`config.mk`:
```
export PLATFORM = sky130hd
export DESIGN_NAME = numeric_format_unit
export DESIGN_NICKNAME = d
export VERILOG_FILES = /design/src/numeric_format_pkg.sv /design/src/pack_to_short_float.sv /design/src/unpack_short_float.sv /design/src/numeric_format_unit.sv
export SDC_FILE = /design/constraint.sdc
export NUM_CORES = 2
export LEC_CHECK = 0
export ABC_AREA = 1
export BUFFER_PORTS_ARGS = -buffer_cell sky130_fd_sc_hd__buf_2
export CORE_MARGIN = 2
export CORE_UTILIZATION = 35
export CTS_CLUSTER_SIZE = 20
export DETAILED_ROUTE_END_ITERATION = 6
export SLEW_MARGIN = 20
export SYNTH_ARGS = -nofsm -noshare
export SYNTH_HDL_FRONTEND = slang
export SYNTH_HIERARCHICAL = 1
export SYNTH_SLANG_ARGS = --single-unit
```
`constraint.sdc`:
```
create_clock -name clk -period 26.5 [get_ports clk]
set_clock_uncertainty 0.05 [all_clocks]
set_input_delay 7.95 -clock clk [delete_from_list [all_inputs] [get_ports clk]]
set_output_delay 7.95 -clock clk [all_outputs]
set_load 0.005 [all_outputs]
```
`src/numeric_format_pkg.sv`:
```
/*
  Constants and types shared by the numeric format unit and its pack and
  unpack converters.
  Assumes the users import the whole package and run on a single clock.
*/
package numeric_format_pkg;

  localparam int SP_W = 32;
  localparam int EXT_W = 40;
  localparam int SH_W = 16;
  localparam int EXP_W = 8;
  localparam int SP_FRAC_W = 23;
  localparam int EXT_FRAC_W = 31;
  localparam int SH_EXP_W = 4;
  localparam int SH_FRAC_W = 11;
  localparam int PROD_W = 64;
  localparam int ACC_W = 80;
  localparam int SP_SIGN_BIT = 31;
  localparam int EXT_SIGN_BIT = 39;
  localparam int SH_SIGN_BIT = 15;
  localparam int UNPACK_PAD_W = 12;

  localparam logic [7:0] EXP_BIAS = 8'h7F;
  localparam logic [7:0] EXP_ALL_ONES = 8'hFF;
  localparam logic [7:0] EXP_NORMAL_MAX = 8'hFE;
  localparam logic [7:0] PACK_OVF_ABOVE = 8'h87;
  localparam logic [7:0] PACK_NORM_MIN = 8'h78;
  localparam logic [7:0] PACK_DENORM_MIN = 8'h6E;
  localparam logic [7:0] PACK_DENORM_SHIFT_BASE = 8'h85;
  localparam logic [7:0] UNPACK_DENORM_EXP_BASE = 8'h78;
  localparam logic [14:0] SH_MAX_MAG = 15'h7FFF;

  localparam logic [39:0] RESULT_RESET = 40'h00_0000_0000;
  localparam logic [79:0] ACC_RESET = 80'h0000_0000_0000_0000_0000;

  typedef enum logic [3:0] {
    OP_CLASSIFY_SINGLE,
    OP_CLASSIFY_EXT,
    OP_PACK,
    OP_UNPACK,
    OP_MUL,
    OP_MAC_ADD,
    OP_MAC_SUB,
    OP_ACC_CLEAR,
    OP_ALU_ADD,
    OP_ALU_SUB
  } op_t;

  typedef enum logic [2:0] {
    CLASS_ZERO,
    CLASS_DENORMAL,
    CLASS_NORMAL,
    CLASS_INFINITY,
    CLASS_NAN
  } fp_class_t;

endpackage : numeric_format_pkg

```
`src/pack_to_short_float.sv`:
```
/*
  Combinational conversion of a 32-bit float to the 16-bit short float.
  Assumes the caller registers the result and the overflow indication.
*/
`timescale 1ns/10ps
`default_nettype none
module pack_to_short_float
  import numeric_format_pkg::*;
(
  input wire logic [31:0] src,
  output logic [15:0] packed_word,
  output logic overflow
);

  logic s;
  logic [7:0] e;
  logic [22:0] f;
  logic [24:0] t;
  logic [15:0] sum;

  always_comb begin
    s = src[SP_SIGN_BIT];
    e = src[30:23];
    f = src[22:0];
    t = 25'h0000000;
    sum = 16'h0000;
    packed_word = 16'h0000;
    overflow = 1'b0;
    if (e > PACK_OVF_ABOVE) begin
      packed_word = {s, SH_MAX_MAG};
      overflow = 1'b1;
    end else if (e >= PACK_NORM_MIN) begin
      sum = {1'b0, e[7], e[2:0], f[22:12]} + {15'h0000, f[11]};
      if (sum[15]) begin
        // A round-up past the top code still saturates.
        packed_word = {s, SH_MAX_MAG};
        overflow = 1'b1;
      end else begin
        packed_word = {s, sum[14:0]};
      end
    end else if (e >= PACK_DENORM_MIN) begin
      t = {1'b1, f, 1'b0} >> (PACK_DENORM_SHIFT_BASE - e);
      sum = {5'h00, t[11:1]} + {15'h0000, t[0]};
      packed_word = {s, sum[14:0]};
    end else begin
      packed_word = 16'h0000;
    end
  end

endmodule : pack_to_short_float
`default_nettype wire

```
`src/unpack_short_float.sv`:
```
/*
  Combinational conversion of a 16-bit short float to a 32-bit float.
  Assumes the short value sits in the low 16 bits of its source field.
*/
`timescale 1ns/10ps
`default_nettype none
module unpack_short_float
  import numeric_format_pkg::*;
(
  input wire logic [15:0] src,
  output logic [31:0] result
);

  logic [3:0] ex;
  logic [10:0] fr;
  logic [3:0] lz;
  logic found;
  logic [10:0] norm;

  always_comb begin
    ex = src[14:11];
    fr = src[10:0];
    lz = 4'h0;
    found = 1'b0;
    for (int i = SH_FRAC_W - 1; i >= 0; i--) begin
      if (!found) begin
        if (fr[i]) begin
          found = 1'b1;
        end else begin
          lz = lz + 4'h1;
        end
      end
    end
    norm = fr << (lz + 4'h1);
    if (ex != 4'h0) begin
      result = {src[SH_SIGN_BIT], ex[3], {4{~ex[3]}}, ex[2:0], fr,
                12'h000};
    end else if (fr == 11'h000) begin
      result = {src[SH_SIGN_BIT], 31'h00000000};
    end else begin
      result = {src[SH_SIGN_BIT], UNPACK_DENORM_EXP_BASE - {4'h0, lz},
                norm, 12'h000};
    end
  end

endmodule : unpack_short_float
`default_nettype wire

```
`src/numeric_format_unit.sv`:
```
/*
  Numeric format unit: float classification, short float pack and unpack,
  fixed-point multiply with an 80-bit accumulator and a 32-bit adder.
  Assumes the sequencer presents one operation per cycle with in_valid and
  takes every result one cycle later; there is no back-pressure.
*/
`timescale 1ns/10ps
`default_nettype none
module numeric_format_unit
  import numeric_format_pkg::*;
(
  input wire logic clk,
  input wire logic rstn,
  input wire logic in_valid,
  input wire logic [3:0] op,
  input wire logic [39:0] operand_a,
  input wire logic [31:0] operand_b,
  input wire logic a_signed,
  input wire logic b_signed,
  output logic out_valid_q,
  output logic [3:0] out_op_q,
  output logic [39:0] result_q,
  output logic [2:0] fp_class_q,
  output logic signed [8:0] true_exp_q,
  output logic [31:0] significand_q,
  output logic sign_q,
  output logic shifter_overflow_flag_q,
  output logic shifter_zero_flag_q,
  output logic shifter_sign_flag_q,
  output logic [63:0] product_q,
  output logic [79:0] acc_q
);

  op_t op_in;
  assign op_in = op_t'(op);

  // Classification shared by the single and extended layouts.

  function automatic fp_class_t classify(input logic [7:0] e,
                                         input logic frac_nz);
    fp_class_t c;
    c = CLASS_NORMAL;
    if (e == EXP_ALL_ONES) begin
      c = frac_nz ? CLASS_NAN : CLASS_INFINITY;
    end else if (e == 8'h00) begin
      c = frac_nz ? CLASS_DENORMAL : CLASS_ZERO;
    end else if (e <= EXP_NORMAL_MAX) begin
      c = CLASS_NORMAL;
    end
    return c;
  endfunction : classify

  logic sp_sign;
  logic [7:0] sp_exp;
  logic [22:0] sp_frac;
  logic ext_sign;
  logic [7:0] ext_exp;
  logic [30:0] ext_frac;

  // Field split of the two float layouts.
  assign sp_sign = operand_a[SP_SIGN_BIT];
  assign sp_exp = operand_a[30:23];
  assign sp_frac = operand_a[22:0];
  assign ext_sign = operand_a[EXT_SIGN_BIT];
  assign ext_exp = operand_a[38:31];
  assign ext_frac = operand_a[30:0];

  fp_class_t sp_class;
  fp_class_t ext_class;
  logic signed [8:0] sp_true_exp;
  logic signed [8:0] ext_true_exp;
  logic [31:0] sp_signif;
  logic [31:0] ext_signif;

  always_comb begin
    sp_class = classify(sp_exp, sp_frac != 23'h000000);
    ext_class = classify(ext_exp, ext_frac != 31'h00000000);
    sp_true_exp = $signed({1'b0, sp_exp}) - $signed({1'b0, EXP_BIAS});
    ext_true_exp = $signed({1'b0, ext_exp}) - $signed({1'b0, EXP_BIAS});
    // The hidden one is present only for normal values.
    sp_signif = {8'h00, sp_class == CLASS_NORMAL, sp_frac};
    ext_signif = {ext_class == CLASS_NORMAL, ext_frac};
  end

  // Short float converters; both settle within the same cycle.

  logic [15:0] packed_word;
  logic pack_ovf;
  logic [31:0] unpacked_word;

  pack_to_short_float u_pack (
    .src(operand_a[31:0]),
    .packed_word(packed_word),
    .overflow(pack_ovf)
  );

  unpack_short_float u_unpack (
    .src(operand_a[15:0]),
    .result(unpacked_word)
  );

  // Multiplier. Operands are widened by one bit so that an unsigned input
  // keeps its top bit as magnitude while the other may be signed.

  logic signed [32:0] mul_x;
  logic signed [32:0] mul_y;
  logic signed [65:0] mul_full;
  logic [63:0] product;
  logic prod_signed;
  logic [79:0] prod_ext;

  always_comb begin
    mul_x = $signed({a_signed & operand_a[31], operand_a[31:0]});
    mul_y = $signed({b_signed & operand_b[31], operand_b});
    mul_full = mul_x * mul_y;
    prod_signed = a_signed | b_signed;
    if (a_signed && b_signed) begin
      // Drops the redundant sign bit; for fractions this also restores
      // the binary point just left of the top magnitude bit.
      product = {mul_full[62:0], 1'b0};
    end else begin
      product = mul_full[63:0];
    end
    if (prod_signed) begin
      prod_ext = {{16{product[63]}}, product};
    end else begin
      prod_ext = {16'h0000, product};
    end
  end

  // Adder: result keeps the 32-bit operand width, wrapping on overflow.

  logic [31:0] alu_sum;
  logic [31:0] alu_diff;

  always_comb begin
    alu_sum = operand_a[31:0] + operand_b;
    alu_diff = operand_a[31:0] - operand_b;
  end

  // Result selection.

  logic [39:0] result_d;
  logic [2:0] class_d;
  logic signed [8:0] exp_d;
  logic [31:0] signif_d;
  logic sign_d;

  always_comb begin
    result_d = RESULT_RESET;
    class_d = CLASS_ZERO;
    exp_d = 9'sh000;
    signif_d = 32'h00000000;
    sign_d = 1'b0;
    case (op_in)
      OP_CLASSIFY_SINGLE: begin
        result_d = {8'h00, operand_a[31:0]};
        class_d = sp_class;
        exp_d = sp_true_exp;
        signif_d = sp_signif;
        sign_d = sp_sign;
      end
      OP_CLASSIFY_EXT: begin
        result_d = operand_a;
        class_d = ext_class;
        exp_d = ext_true_exp;
        signif_d = ext_signif;
        sign_d = ext_sign;
      end
      OP_PACK: begin
        result_d = {24'h000000, packed_word};
        sign_d = packed_word[SH_SIGN_BIT];
      end
      OP_UNPACK: begin
        result_d = {8'h00, unpacked_word};
        sign_d = unpacked_word[SP_SIGN_BIT];
      end
      OP_MUL, OP_MAC_ADD, OP_MAC_SUB: begin
        // The upper half is the most significant product for fractions.
        result_d = {8'h00, product[63:32]};
        sign_d = prod_signed & product[63];
      end
      OP_ALU_ADD: begin
        result_d = {8'h00, alu_sum};
        sign_d = alu_sum[31];
      end
      OP_ALU_SUB: begin
        result_d = {8'h00, alu_diff};
        sign_d = alu_diff[31];
      end
      default: begin
        result_d = RESULT_RESET;
      end
    endcase
  end

  // Output handshake: one result per accepted operation, one cycle later.

  always_ff @(posedge clk) begin
    if (!rstn) begin
      out_valid_q <= 1'b0;
      out_op_q <= 4'h0;
    end else begin
      out_valid_q <= in_valid;
      if (in_valid) begin
        out_op_q <= op;
      end
    end
  end

  // Result registers hold their value until the next accepted operation.

  always_ff @(posedge clk) begin
    if (!rstn) begin
      result_q <= RESULT_RESET;
      fp_class_q <= 3'h0;
      true_exp_q <= 9'sh000;
      significand_q <= 32'h00000000;
      sign_q <= 1'b0;
    end else if (in_valid) begin
      result_q <= result_d;
      fp_class_q <= class_d;
      true_exp_q <= exp_d;
      significand_q <= signif_d;
      sign_q <= sign_d;
    end
  end

  // Shifter condition flags change only on pack and unpack.

  always_ff @(posedge clk) begin
    if (!rstn) begin
      shifter_overflow_flag_q <= 1'b0;
      shifter_zero_flag_q <= 1'b0;
      shifter_sign_flag_q <= 1'b0;
    end else if (in_valid && op_in == OP_PACK) begin
      shifter_overflow_flag_q <= pack_ovf;
      shifter_zero_flag_q <= 1'b0;
      shifter_sign_flag_q <= 1'b0;
    end else if (in_valid && op_in == OP_UNPACK) begin
      shifter_overflow_flag_q <= 1'b0;
      shifter_zero_flag_q <= 1'b0;
      shifter_sign_flag_q <= 1'b0;
    end
  end

  // Product register follows every multiplier operation.

  always_ff @(posedge clk) begin
    if (!rstn) begin
      product_q <= 64'h0000_0000_0000_0000;
    end else if (in_valid && (op_in == OP_MUL || op_in == OP_MAC_ADD ||
                              op_in == OP_MAC_SUB)) begin
      product_q <= product;
    end
  end

  // Accumulator. Sixteen guard bits let many full-scale products sum
  // before the register wraps; wrap is not detected here.

  always_ff @(posedge clk) begin
    if (!rstn) begin
      acc_q <= ACC_RESET;
    end else if (in_valid) begin
      if (op_in == OP_ACC_CLEAR) begin
        acc_q <= ACC_RESET;
      end else if (op_in == OP_MAC_ADD) begin
        acc_q <= acc_q + prod_ext;
      end else if (op_in == OP_MAC_SUB) begin
        acc_q <= acc_q - prod_ext;
      end
    end
  end

endmodule : numeric_format_unit
`default_nettype wire

```
-- Word level (Yosys, flattened, before mapping)
Cells that the tools add are included.
- register bits: 235
- bits in latches: 0
- RAM bits: 0
- memory bits (read-only): 0
- output and inout bits: 237
- word-level logic and storage cells: 141
- memories kept: 0
- add/subtract/negate cells: 21
- multiply operators: 1
- div/mod/pow operators: 0
- $lt $le $gt $ge: 3
- eq/ne operators: 13
- shift-type cells: 2
- multiplexer cells: 69
- bitwise operators: 5
- reductions and logical operators: 17
- operators with widths (cell ; number):
    $mux W80 ; 4
    $pmux W40 S7 ; 1
    $add A80 B80 Y80 ; 1
    $mux W4 ; 20
    $sub A80 B80 Y80 ; 1
    $mul A33 B33 Y64 ; 1
    $mux W64 ; 1
    $pmux W32 S2 ; 1
    $mux W31 ; 2
    $mux W16 ; 3
    $add A4 B1 Y4 const B ; 10
    $add A32 B32 Y32 ; 1
    $sub A32 B32 Y32 ; 1
    $reduce_bool A31 Y1 ; 1
    $mux W1 ; 27
    $shr A25 B8 Y12 ; 1
    $reduce_bool A23 Y1 ; 1
    $pmux W9 S2 ; 1
    $sub A8 B7 Y9 const B ; 2
    $add A15 B1 Y16 ; 1
    $eq A4 B3 Y1 const B ; 4
    $eq A8 B8 Y1 const B ; 2
    $ge A8 B7 Y1 const B ; 2
    $logic_not A8 Y1 ; 2
    other kinds (27) ; 40

-- Longest topological paths before layout
- depth in word-level cells: 36
- mapped depth: 66
- depth with buffers taken out: 64

-- Modules after synthesis
Netlist, hierarchy kept.
- by module, submodules not included (module ; instances ; cells each ; area an instance (um^2) ; sequential area each (um^2)):
    numeric_format_unit ; 1 ; 8833 ; 61951.9 ; 4704.5
    pack_to_short_float ; 1 ; 462 ; 2523.7 ; 0.0
    unpack_short_float ; 1 ; 285 ; 1696.6 ; 0.0

-- Worst setup path before layout
No wires, ideal clock.
- path kind: in2reg
- start: input port operand_a[31]
- end: register acc_q[79]
- library setup time: 0.132 ns
- arrival: 17.322 ns
- data required time: 26.318 ns
- slack: 8.996 ns
- cell stages on the path: 46
- path buffers: 3
- cells stage by stage: buf_2 nand2_1 buf_2 buf_1 nor2_1 fa_1 fa_1 fa_1 fa_1 inv_1 fa_1 fa_1 fa_1 fa_1 inv_1 ha_1 nand2_1 nor2_1 [... 10 more ...] nand2_1 nor2_1 nand4_1 xor2_1 a21oi_1 ha_1 a21oi_1 o21ai_0 a21oi_1 o21a_1 nor2_1 a2111oi_0 nand3_1 or2_2 nand2_1 nand3_1 nand3_1 a21oi_1
- longest elaborated chain between the ends: 8
- elaborated cells between the ends (all ways): 9
- those cells by class: add/sub (2); mul (1); mux (5); bitwise (1)
- RTL lines (item ; line ; RTL):
    from (decl) ; numeric_format_unit.sv:16 ; input wire logic [39:0] operand_a,
    $and A1 B1 Y1 ; numeric_format_unit.sv:113 ; mul_x = $signed({a_signed & operand_a[31], operand_a[31:0]});
    $mul A33 B33 Y64 (*) ; numeric_format_unit.sv:115 ; mul_full = mul_x * mul_y;
    $mux W64 (*) ; numeric_format_unit.sv:117 ; if (a_signed && b_signed) begin
    $mux W80 (*) ; numeric_format_unit.sv:124 ; if (prod_signed) begin
    $sub A80 B80 Y80 ; numeric_format_unit.sv:270 ; acc_q <= acc_q - prod_ext;
    $mux W80 ; numeric_format_unit.sv:269 ; end else if (op_in == OP_MAC_SUB) begin
    $mux W80 (*) ; numeric_format_unit.sv:267 ; end else if (op_in == OP_MAC_ADD) begin
    $mux W80 (*) ; numeric_format_unit.sv:265 ; if (op_in == OP_ACC_CLEAR) begin
    to (signal assigned) ; numeric_format_unit.sv:268 ; acc_q <= acc_q + prod_ext;
    to (signal assigned) ; numeric_format_unit.sv:270 ;
    to (decl) ; numeric_format_unit.sv:31 ; output logic [79:0] acc_q
Every way passes the cells marked *; elsewhere a longest branch is shown, timed or not. The select of a mux whose other input is x is not followed.
A chain may end at the register's enable or synchronous reset.

-- Worst setup path after layout
- start: input port operand_b[6]
- end: register acc_q[79]
- longest elaborated chain between the ends: 7
- elaborated cells between the ends (all ways): 8
- those cells by class: add/sub (2); mul (1); mux (5)
- RTL lines (item ; line ; RTL):
    from (decl) ; numeric_format_unit.sv:17 ; input wire logic [31:0] operand_b,
    $mul A33 B33 Y64 (*) ; numeric_format_unit.sv:115 ;
    $mux W64 (*) ; numeric_format_unit.sv:117 ;
    $mux W80 (*) ; numeric_format_unit.sv:124 ;
    $sub A80 B80 Y80 ; numeric_format_unit.sv:270 ;
    $mux W80 ; numeric_format_unit.sv:269 ;
    $mux W80 (*) ; numeric_format_unit.sv:267 ;
    $mux W80 (*) ; numeric_format_unit.sv:265 ;
Marked as above.

==> results.md <==
* Die width at around 440 um
* Setup Crit Path Kind: in2reg
* Syn-to-layout area delta at 6.90%
* Post-Synth XOR/XNOR Area at ~1.3%
* Die height at between 400 and 500 um
* Compound-gate portion of the synthesized area at between 8 and 9%
* Seq/Total Area, Yosys at between 7 and 8%
* Port-buffer cells at approximately 320
* Post-Synthesis Cell Area at between 60000 and 70000 sq um
* Finish-stage setup viols at 0
* CTS buffer count at 27
* Yosys top cell area share at 34.1%
* Number of global-route vias before repair at 64.6k
* Total Wirelength at slightly below 300 mm
* Initial cell density of the core at approximately a third
* Max-slew headroom at about a quarter
* # DRC at slightly below 90
* Post-CTS Setup Repair Bufs at 0
* WP data required at between 20 and 30 ns
* Cts repair resizes at 0
* CP peak stage delay at approximately 0.83 ns
* FMAX at between 0.04 and 0.05 GHz
* Final TNS setup at 0 ns
* R2R cell count at 19
* Multiplexer share of the synthesized area at 0%
* Cell row count at between 150 and 200
* Slowest cell on crit path: fa_1
* First-pass GRT wire length at roughly 430 mm
* Syn avg cell area at approximately 6.9 sq um
* Leading area contributor after synthesis: fa_1
* Dominant cell by count in the synthesized netlist: nand2_1
* Most frequent CP cell: fa_1
* Post-synth EDFFs at 0
* CP Capture Type: flop
* Final hold violation count at 0
* Hold_buf cts at 0
* HPWL after DPL at 231 mm
* Remaining global-route overflow at 0
* Ys flop type: dfxtp_1
* Clock-pin slew on the worst setup and hold paths at roughly 0.060 ns
* RSZ-0062 raised after global routing: no
* Crit start category: input port
* Main combinational cell family by area after synthesis: adder cells
* Clk root buf: clkbuf_16
* Yosys reg bits at 235
* DR pass1 iterations at 7
* Tightest Hold Check Type: reg2reg
* Synth Area in Simple Gates at about a quarter
* Placeable Area at ~190000 sq um
* H-tree lvl count at 1
* Final min period at approximately 20 ns
* Cells after synthesis at 9580
* R2r setup slk at about 22 ns
* Slew Viols, Final at 0
* Worst Max-Slew Pin Slew at 1.13 ns
* Vias per inst at between 5 and 6
* Worst hold path depth at 2
* DRT iter0 DRCs at between 6k and 7k
* CTS tree: yes
* Gpl congestion at roughly 1.0
* Crit Path Max Fanout at 22
* Synth cell types at 71
* GR Util All Layers at roughly 30%
* Worst Path Arrival at ~21 ns
* # clock sinks at roughly 240
* Initial antenna violation count at 6
* Fraction of layout cells with a size suffix above 1 at under 10%
* Antenna Nets Post-Route at 0
* Synth Area in Adders at between 40% and 50%
* FFs w/ async S/R, synth at 0%
* I/O pin cnt at 318
* Via count at 63.9k
* Clk buf depth at 3
* Pin count of the biggest net entering global routing at about 80
* Die ar. at 193000 sq um
* Synth area leaders: fa_1 34%, nand2_1 14%, inv_1 13%
* Max Cap Viol at 0
* Worst-skew pair later-pin latency at 0.60 ns
* Final worst-path cycle share at about 77%
* Outcome: finished, violations left
* DR WL/cell at around 24 um
* Synth warn at 6
* Failing checks: DRC
* Nets at about 11k
* Synth cell count leaders: 2517 x nand2_1, 2320 x inv_1, 1128 x fa_1, 528 x nand3_1, 502 x nor2_1
==> layout by cell type, fill, tap and decap left out, types with 15 or more instances in the layout <==
cell	count
clkbuf_16	27
a31oi_1	53
nand3_1	528
buf_2	315
nand2_2	47
nor2_1	496
nor2_4	15
nand2_4	21
a21oi_1	425
nor4_1	27
o21ai_2	15
a21boi_0	24
nor2_2	44
xor2_1	83
o21ai_1	28
nand4_1	91
nand2_1	2514
inv_2	47
o21a_1	19
nor3_1	51
or2_2	71
ha_1	380
fa_1	1128
o21ai_0	306
buf_4	84
inv_1	2319
dfxtp_1	235
nand3_2	37
a22o_1	31
==> state kept, by name, indices dropped and copies added (netlist names) <==
signal / flops
out_valid_q: 1
acc_q: 80
true_exp_q: 9
product_q: 64
out_op_q: 4
sign_q: 1
significand_q: 32
shifter_overflow_flag_q: 1
result_q: 40
fp_class_q: 3
==> final timing paths <==
path                 start       endpoint
max           operand_b[6]      acc_q[79]
min          true_exp_q[7]  true_exp_q[7]
max reg2reg       acc_q[0]      acc_q[76]
min reg2reg  true_exp_q[7]  true_exp_q[7]
==> per-stage QoR <==
stage          util (%)  hold WS (ns)  setup WS [ns]  area (sq um)  std cells
3_3_place_gp       37.2         0.382           5.63         69900      12100
6_report           37.7         0.402           5.98         70700      12200
4_1_cts            37.7         0.406           6.20         70700      12100
2_1_floorplan         -         0.393           9.00         66200       9592
3_5_place_dp       37.2         0.389           5.57         69900      12100
5_1_grt            37.7         0.426           5.25         70700      12100
==> routing by layer <==
metal / vias up / part of all wire, % / global-route usage (%)
met5: - / 0 / 0
met4: 0 / 5.1 / 12.5
met3: 608 / 8.8 / 4.39
li1: 28600 / - / -
met2: 3261 / 44 / 47.5
met1: 31400 / 42 / 40.6
==> area by class of cell <==
| type | instances | area, sq um |
|---|---|---|
| antenna | 7 | 17.5 |
| clock buffer | 33 | 718 |
| clock inverter | 16 | 150 |
| fill | 20200 | 117000 |
| inverter | 2380 | 8950 |
| multi-input combinational | 6585 | 50900 |
| sequential | 235 | 4700 |
| tap | 2495 | 3120 |
| timing repair buffer | 399 | 2210 |
==> cells by family after synthesis <==
family | after synthesis
compound gates | 984
fa+ha+maj | 1508
xor+xnor | 98
flops | 235
other cells | 2
simple gates | 3981
buf+inv | 2772
==> worst max-delay path, delay by kind of cell <==
family / cells / cell delay, ns
AO/OA/AOI/OAI: 7 / 1.59
buffers and inverters: 7 / 1.89
XOR/XNOR: 1 / 0.18
AND/OR/NAND/NOR: 19 / 3.72
adder cells (fa/ha/maj): 10 / 5.57
Power is left out: the tool's default activity adds up to more than one toggle a clock period on the data nets, which glitch-free logic cannot reach.
